### src/core/prl_pkg.sv
// shared constants and types of the parallel ram boot loader
package prl_pkg;

  // ---------------------------------------------------------------
  // timing
  // ---------------------------------------------------------------
  localparam int CLK_PERIOD_NS   = 10;
  localparam int START_CYCLES    = 49;
  localparam int JUMP_LIMIT_CYC  = 68;
  // extra edges a pin level needs to cross the synchroniser
  localparam int PIN_SYNC_CYC    = 3;
  localparam int FLASH_HALF_MS   = 167;
  localparam int FLASH_HALF_CYC  = FLASH_HALF_MS * 1000000 / CLK_PERIOD_NS;

  // ---------------------------------------------------------------
  // addresses and reset values
  // ---------------------------------------------------------------
  localparam logic [15:0] RAM_ENTRY_ADDR = 16'h0050;
  localparam logic [15:0] RAM_LAST_ADDR  = 16'h00ff;
  localparam int          SRC_ADDR_W     = 14;
  localparam int          SRC_LOW_W      = 8;
  localparam logic [7:0]  SRC_RESET      = 8'h00;

  // ---------------------------------------------------------------
  // pin bundle bit positions (synchronised group)
  // ---------------------------------------------------------------
  localparam int PIN_DATA_LSB = 0;
  localparam int PIN_HS_BIT   = 8;
  localparam int PIN_STOP_BIT = 9;
  localparam int PIN_LOCK_BIT = 10;
  localparam int PIN_W        = 11;

  typedef enum logic [2:0] {
    PRL_ST_START,
    PRL_ST_LOCKED,
    PRL_ST_POLL,
    PRL_ST_WAIT_ACK,
    PRL_ST_RELEASE,
    PRL_ST_JUMP,
    PRL_ST_DONE
  } prl_state_t;

  typedef struct packed {
    logic        we;
    logic [15:0] addr;
    logic [7:0]  data;
  } prl_ram_wr_t;

endpackage : prl_pkg

### src/core/prl_sync3.sv
// three-stage pin synchroniser with agreement filter
`timescale 1ns/1ns
module prl_sync3 #(
  parameter int W = 1
) (
  input  wire logic         core_clk_in,  // core clock
  input  wire logic         reset_n_in,   // async reset, active low
  input  wire logic         clk_en_in,    // clock enable
  input  wire logic [W-1:0] async_in,     // raw pin levels
  output logic      [W-1:0] stable_out    // filtered levels
);
  logic [W-1:0] s1_r;
  logic [W-1:0] s2_r;
  logic [W-1:0] s3_r;
  logic [W-1:0] stable_nxt;

  // per bit: accept a change once stages two and three agree
  always_comb begin
    for (int i = 0; i < W; i++) begin
      stable_nxt[i] = (s2_r[i] == s3_r[i]) ? s3_r[i] : stable_out[i];
    end
  end

  always_ff @(posedge core_clk_in or negedge reset_n_in) begin
    if (!reset_n_in) begin
      s1_r       <= '0;
      s2_r       <= '0;
      s3_r       <= '0;
      stable_out <= '0;
    end else if (clk_en_in) begin
      s1_r       <= async_in;
      s2_r       <= s1_r;
      s3_r       <= s2_r;
      stable_out <= stable_nxt;
    end
  end
endmodule : prl_sync3

### src/core/prl_ram_boot_loader.sv
// parallel ram boot loader: fills ram from a byte-wide source, then jumps
//
// Behaviour
// - on entry check lock bit; low means no loading and red indicator flashes.
// - lock inactive: fetch source bytes one by one and write each into ram.
// - before each byte sample stop input; low or ram full ends load, jump 0050.
// - each byte is paced by handshake output and handshake input.
// - loaded program raising rom disable deselects the external eprom.
// - address outputs above the low byte stay at zero.
// - red and green indicators stay off while loading ram.
// - data taken on byte port, 14-bit source address presented on outputs.
`timescale 1ns/1ns
module prl_ram_boot_loader
  import prl_pkg::*;
#(
  parameter int FLASH_HALF = prl_pkg::FLASH_HALF_CYC
) (
  input  wire logic                      core_clk_in,          // 100 MHz clock
  input  wire logic                      reset_n_in,           // async reset, active low
  input  wire logic                      clk_en_in,            // clock enable
  input  wire logic                      security_lock_bit_in, // lock strap, low = locked
  input  wire logic                      loader_stop_pin_in,   // stop pin, low = stop
  input  wire logic                      handshake_input_in,   // source ready pin
  input  wire logic [7:0]                data_port_in,         // byte-wide source data
  input  wire logic                      user_rom_disable_in,  // from loaded program
  output logic                           handshake_output_out, // byte request
  output logic [prl_pkg::SRC_ADDR_W-1:0] src_addr_out,         // source address
  output logic                           external_rom_disable_out, // high deselects eprom
  output prl_pkg::prl_ram_wr_t           ram_wr_out,           // ram write port
  output logic                           red_led_out,          // red indicator
  output logic                           green_led_out,        // green indicator
  output logic                           jump_out,             // one-cycle jump pulse
  output logic [15:0]                    jump_addr_out,        // jump target
  output logic                           loading_out           // loader busy
);
  import prl_pkg::*;

  // ---------------------------------------------------------------
  // pin synchronisation
  // ---------------------------------------------------------------
  // bundle order must match the bit positions in the package
  logic [PIN_W-1:0] pins_raw;
  logic [PIN_W-1:0] pins_s;

  assign pins_raw = {security_lock_bit_in, loader_stop_pin_in,
                     handshake_input_in, data_port_in};

  // levels pass the agreement filter, so a one-edge glitch is ignored
  // data rides with the handshake so both arrive with equal latency
  prl_sync3 #(.W(PIN_W)) u_sync (
    .core_clk_in (core_clk_in),
    .reset_n_in  (reset_n_in),
    .clk_en_in   (clk_en_in),
    .async_in    (pins_raw),
    .stable_out  (pins_s)
  );

  logic       lock_free;
  logic       stop_high;
  logic       hs_in;
  logic [7:0] data_s;

  assign lock_free = pins_s[PIN_LOCK_BIT];
  assign stop_high = pins_s[PIN_STOP_BIT];
  assign hs_in     = pins_s[PIN_HS_BIT];
  assign data_s    = pins_s[PIN_DATA_LSB +: 8];

  // ---------------------------------------------------------------
  // loader state
  // ---------------------------------------------------------------
  prl_state_t               state_r, state_nxt;
  logic [7:0]               start_cnt_r, start_cnt_nxt;
  logic [SRC_LOW_W-1:0]     src_r, src_nxt;
  logic [15:0]              ram_addr_r, ram_addr_nxt;
  logic                     ram_full_r, ram_full_nxt;
  prl_ram_wr_t              wr_r, wr_nxt;
  logic                     hs_out_r, hs_out_nxt;
  logic                     jump_r, jump_nxt;
  // wide enough for the default half period of the red flash
  logic [24:0]              flash_cnt_r, flash_cnt_nxt;
  logic                     red_r, red_nxt;
  logic                     rom_dis_r, rom_dis_nxt;

  always_comb begin
    state_nxt     = state_r;
    start_cnt_nxt = start_cnt_r;
    src_nxt       = src_r;
    ram_addr_nxt  = ram_addr_r;
    ram_full_nxt  = ram_full_r;
    wr_nxt        = wr_r;
    // address and data of the last write are kept; only the strobe drops
    wr_nxt.we     = 1'b0;
    hs_out_nxt    = hs_out_r;
    jump_nxt      = 1'b0;
    flash_cnt_nxt = flash_cnt_r;
    red_nxt       = red_r;
    // rom deselect
    // ignored before the jump: the loader still needs the eprom then
    rom_dis_nxt   = (state_r == PRL_ST_DONE) ? user_rom_disable_in : 1'b0;

    case (state_r)
      PRL_ST_START: begin
        // first stop sample after start window
        // the window runs past the jump limit plus pin latency, so a stop
        // level set just before the limit still stops the very first byte
        if (start_cnt_r == 8'(JUMP_LIMIT_CYC + PIN_SYNC_CYC - 1)) begin
          if (!lock_free) begin
            state_nxt = PRL_ST_LOCKED;
          end else begin
            state_nxt = PRL_ST_POLL;
          end
        end else begin
          start_cnt_nxt = start_cnt_r + 8'h01;
        end
      end
      PRL_ST_LOCKED: begin
        // flash red, never load
        // locked is left only by reset
        if (flash_cnt_r == 25'(FLASH_HALF - 1)) begin
          flash_cnt_nxt = 25'h0000000;
          red_nxt       = ~red_r;
        end else begin
          flash_cnt_nxt = flash_cnt_r + 25'h0000001;
        end
      end
      PRL_ST_POLL: begin
        // stop low or ram full ends load
        if (!stop_high || ram_full_r) begin
          state_nxt = PRL_ST_JUMP;
        end else if (!hs_in) begin
          // a new request only once the last answer was seen low
          // raise request, wait for source
          hs_out_nxt = 1'b1;
          state_nxt  = PRL_ST_WAIT_ACK;
        end
      end
      PRL_ST_WAIT_ACK: begin
        if (hs_in) begin
          // byte crossed the synchroniser with the answer, so it is settled
          // write byte into ram
          wr_nxt.we   = 1'b1;
          wr_nxt.addr = ram_addr_r;
          wr_nxt.data = data_s;
          hs_out_nxt  = 1'b0;
          state_nxt   = PRL_ST_RELEASE;
        end
      end
      PRL_ST_RELEASE: begin
        if (!hs_in) begin
          src_nxt = src_r + SRC_LOW_W'(1);
          if (ram_addr_r == RAM_LAST_ADDR) begin
            // full is only set; reloading needs a reset
            ram_full_nxt = 1'b1;
          end else begin
            ram_addr_nxt = ram_addr_r + 16'h0001;
          end
          state_nxt = PRL_ST_POLL;
        end
      end
      PRL_ST_JUMP: begin
        // hand over at entry address
        // jump_out stands one cycle, then done holds until reset
        jump_nxt  = 1'b1;
        state_nxt = PRL_ST_DONE;
      end
      default: begin
        // done: nothing left to do until reset
      end
    endcase
  end

  // clock enable low freezes every register of the loader
  always_ff @(posedge core_clk_in or negedge reset_n_in) begin
    if (!reset_n_in) begin
      state_r     <= PRL_ST_START;
      start_cnt_r <= 8'h00;
      src_r       <= SRC_RESET;
      ram_addr_r  <= RAM_ENTRY_ADDR;
      ram_full_r  <= 1'b0;
      wr_r        <= '0;
      hs_out_r    <= 1'b0;
      jump_r      <= 1'b0;
      flash_cnt_r <= 25'h0000000;
      red_r       <= 1'b0;
      rom_dis_r   <= 1'b0;
    end else if (clk_en_in) begin
      state_r     <= state_nxt;
      start_cnt_r <= start_cnt_nxt;
      src_r       <= src_nxt;
      ram_addr_r  <= ram_addr_nxt;
      ram_full_r  <= ram_full_nxt;
      wr_r        <= wr_nxt;
      hs_out_r    <= hs_out_nxt;
      jump_r      <= jump_nxt;
      flash_cnt_r <= flash_cnt_nxt;
      red_r       <= red_nxt;
      rom_dis_r   <= rom_dis_nxt;
    end
  end

  // ---------------------------------------------------------------
  // outputs
  // ---------------------------------------------------------------
  assign handshake_output_out     = hs_out_r;
  assign src_addr_out             = {{(SRC_ADDR_W - SRC_LOW_W){1'b0}}, src_r};
  assign external_rom_disable_out = rom_dis_r;
  assign ram_wr_out               = wr_r;
  assign red_led_out              = red_r;
  assign green_led_out            = 1'b0;
  assign jump_out                 = jump_r;
  assign jump_addr_out            = RAM_ENTRY_ADDR;
  // busy is decoded from state, so it leads the registered outputs
  assign loading_out              = (state_r == PRL_ST_POLL) || (state_r == PRL_ST_WAIT_ACK)
                                    || (state_r == PRL_ST_RELEASE);
endmodule : prl_ram_boot_loader

### config.mk
export PLATFORM = sky130hd
export DESIGN_NAME = prl_ram_boot_loader
export DESIGN_NICKNAME = d
export VERILOG_FILES = /design/src/core/prl_pkg.sv /design/src/core/prl_sync3.sv /design/src/core/prl_ram_boot_loader.sv
export SDC_FILE = /design/constraint.sdc
export NUM_CORES = 1
export LEC_CHECK = 0
export ABC_AREA = 1
export BUFFER_PORTS_ARGS = -buffer_cell sky130_fd_sc_hd__buf_2
export CORE_ASPECT_RATIO = 0.7
export CORE_UTILIZATION = 31
export CTS_CLUSTER_SIZE = 24
export DETAILED_ROUTE_END_ITERATION = 8
export PLACE_DENSITY = 0.57
export SETUP_SLACK_MARGIN = 0.2
export SLEW_MARGIN = 0
export SYNTH_ARGS = -nofsm -noshare
export SYNTH_HDL_FRONTEND = slang
export SYNTH_SLANG_ARGS = --single-unit
### constraint.sdc
create_clock -name core_clk_in -period 2.05 [get_ports core_clk_in]
set_input_delay 0.205 -clock core_clk_in [delete_from_list [all_inputs] [get_ports core_clk_in]]
set_output_delay 0.205 -clock core_clk_in [all_outputs]
set_load 0.01 [all_outputs]
==> flow_summary.json <==
{
  "setup_violations": 0,
  "critical_path_class": "flip-flop to flip-flop",
  "r2r_start": "ram_addr_r[0]$_DFFE_PN0P_",
  "root_buffer": "clkbuf_16",
  "placementRows": 44,
  "die_w_um": 176,
  "synth_edf_count": 0,
  "synthesis.area_um2": 6550,
  "worstMarginPinSlew_ns": 0.667,
  "setup_tns_ns": 0,
  "initial_core_util": 0.316,
  "antenna_cells": 0,
  "min-delay-start": "user_rom_disable_in",
  "seq_area_frac_synth": 0.513,
  "ys.flop_type": "dfrtp_1",
  "gp_congestion": 0.811,
  "critPathMaxFanout": 20,
  "crit_arrival_ns": 1.97,
  "p_leak_nw": 3.94,
  "synthTopCellsByCount": "nand2_1, dfrtp_1, nor2_1",
  "grt_pass1_vias": 4816,
  "postSynth.asyncResetShare": 1.00,
  "cts_max_level": 4,
  "track_usage": 0.140,
  "grt_first_pass_wirelength_um": 23700,
  "r2r_slack_ns": 0.38,
  "whs_endpoint": "external_rom_disable_out$_DFFE_PN0P_",
  "ant_nets": 0,
  "avgSynthCellArea_um2": 8.10,
  "drc": 0,
  "drive_gt1_frac": 0.132,
  "synth_top_cell_by_area": "dfrtp_1",
  "syn_to_final_growth_pct": 18.7,
  "clkTransAtPathRegs_ns": 0.06,
  "status": "complete, no violations",
  "drt_first_pass_iters": 5,
  "dieHeight_um": 124,
  "overflow": 0,
  "maxCapViolations": 0,
  "end_kind": "flip-flop",
  "fin_crit_ns": 1.67,
  "synth_cell_type_count": 37,
  "yosysWarnings": 0,
  "r2r-end": "ram_addr_r[8]$_DFFE_PN0P_",
  "finalPower_mw": 8.55,
  "synth.area.top_cells": "dfrtp_1, nand2_1, nor2_1",
  "cts_tree": "yes",
  "cts_sinks": 134,
  "ios": 76,
  "min_path_cells": 3,
  "skew_ns": 0.00828,
  "cp_data_required_time_ns": 2.34,
  "cts-buffers-inserted": 17,
  "dp_hpwl_um": 9800,
  "synth_cells": 808,
  "grt_max_degree": 66,
  "min_period_over_period": 0.816,
  "p_per_area_nw_per_um2": 1100,
  "ys_ff_latch": 134,
  "dieArea_um2": 21700,
  "drt_iter0_drc": 323,
  "port_buffers": 52,
  "wl_um": 14000,
  "num_vias": 5207,
  "max_slew_margin": 0.555,
  "synth_top_area_share": 0.505,
  "grt_setup_unrepaired": "false",
  "hold_viol": 0,
  "clk_path_buf_depth": 2,
  "hp-class": "input port to flip-flop",
  "r2r_cells": 8,
  "yosysMostFrequentCell": "nand2_1",
  "wl_per_cell_um": 12.0,
  "vdd_drop_max_uv": 754,
  "core_area_um2": 20700,
  "routed_via_density": 4.44,
  "antenna_found_initial": 0,
  "report.final.slew_viol_count": 0,
  "clkLatencyLatePin_ns": 0.42,
  "cp-start-kind": "flip-flop",
  "fmax_ghz": 0.598,
  "fin_nets": 904
}
==> worst max-delay path, cell delays in order (launching register included) <==
cell and delay, ns:
dfrtp_1 0.42, ha_2 0.24, nand3_1 0.12, inv_1 0.08, nand2_1 0.10, inv_1 0.09
a21oi_4 0.23, buf_12 0.18, o21ai_0 0.09
==> sequential cells by signal, summed over array words and instances, names as in the netlist <==
signal	count
flash_cnt_r	25
handshake_output_out	1
ram_full_r	1
ram_wr_out	25
u_sync.stable_out	11
state_r	3
red_led_out	1
u_sync.s3_r	11
external_rom_disable_out	1
u_sync.s2_r	11
src_r	8
ram_addr_r	16
jump_out	1
start_cnt_r	8
u_sync.s1_r	11
==> layer usage <==
| metal | global-route usage | vias up | share of wire |
|---|---|---|---|
| met1 | 0.194 | 2425 | 0.51 |
| met5 | 0 | - | 0 |
| met3 | 0.0403 | 15 | 0.052 |
| met2 | 0.205 | 100 | 0.43 |
| li1 | - | 2667 | - |
| met4 | 0.0538 | 0 | 0.012 |
==> area by class of cell <==
class                      count  area (um2)
inverter                      81         304
sequential                   134        3360
multi-input combinational    571        2680
tap                          276         345
clock inverter                10        73.8
fill                        2160       12900
timing repair buffer          79         537
clock buffer                  21         470
==> power breakdown <==
| group | switching, mW | leakage (nW) | internal, mW |
|---|---|---|---|
| Clock | 1.17 | 0.266 | 1.64 |
| Sequential | 0.468 | 1.69 | 3.23 |
| Combinational | 1.26 | 1.99 | 0.771 |
| Total | 2.91 | 3.94 | 5.64 |
==> cell usage in the layout (no fill, tap or decap), types with 3 or more instances in the layout <==
master / netlist / routed
nand2_1: 251 / 251
xor2_1: 19 / 19
dlygate4sd3_1: 0 / 12
inv_1: 78 / 78
nand3_2: 2 / 3
nand4_1: 17 / 17
o21ai_1: 3 / 3
clkinv_4: 0 / 3
xnor2_1: 9 / 9
ha_1: 5 / 4
conb_1: 2 / 23
a21oi_1: 5 / 5
inv_2: 3 / 3
nor3_1: 11 / 11
o211ai_1: 9 / 9
buf_4: 23 / 12
nand3_1: 38 / 37
o21ai_0: 60 / 60
buf_2: 5 / 51
nand2_2: 3 / 3
nand3b_1: 3 / 3
nor2_1: 96 / 96
clkbuf_16: 0 / 17
nor2_4: 3 / 4
buf_12: 0 / 3
clkinv_2: 0 / 3
clkbuf_8: 0 / 3
dfrtp_1: 132 / 132
==> metrics by stage <==
stage / hold WS (ns) / setup WS (ns) / instance area, um2 / utilization / std cells
2_1_floorplan: -0.0906 / 0.521 / 6620 / - / 829
3_3_place_gp: 0.267 / 0.339 / 7060 / 0.341 / 1126
3_5_place_dp: 0.264 / 0.295 / 7060 / 0.341 / 1126
4_1_cts: 0.0713 / 0.289 / 7720 / 0.373 / 1169
5_1_grt: 0.0883 / 0.219 / 7770 / 0.375 / 1172
6_report: 0.0876 / 0.377 / 7770 / 0.375 / 1172
==> logic make-up (layout without fill, tap and decap cells) <==
group           Yosys count  after routing  share of synthesized area
simple gates            432            432                      0.278
flops                   134            134                      0.513
buf+inv                 124            191                     0.0912
compound gates           83             83                     0.0703
xor+xnor                 28             28                     0.0375
fa+ha+maj                 5              5                    0.00956
other cells               2             23                    0.00115
==> how the worst max path moves through the flow <==
stage                                              to  slack, ns                 startpoint
after CTS                   ram_addr_r[8]$_DFFE_PN0P_       0.29  ram_addr_r[0]$_DFFE_PN0P_
final                       ram_addr_r[8]$_DFFE_PN0P_       0.38  ram_addr_r[0]$_DFFE_PN0P_
after global routing        ram_addr_r[8]$_DFFE_PN0P_       0.22     state_r[1]$_DFFE_PN0P_
after detailed placement    ram_addr_r[8]$_DFFE_PN0P_       0.30  ram_addr_r[0]$_DFFE_PN0P_
after global placement    flash_cnt_r[23]$_DFFE_PN0P_       0.34     state_r[2]$_DFFE_PN0P_
after floorplan             ram_addr_r[5]$_DFFE_PN0P_       0.52  ram_addr_r[0]$_DFFE_PN0P_
==> timing repair <==
action,4_1_cts,5_1_grt
setup buffers,0,3
endpoints found under the hold margin,69,0
gates resized for setup,0,3
hold buffers,12,0
setup endpoints to repair,0,24
Power figures use the tool's default switching activity.
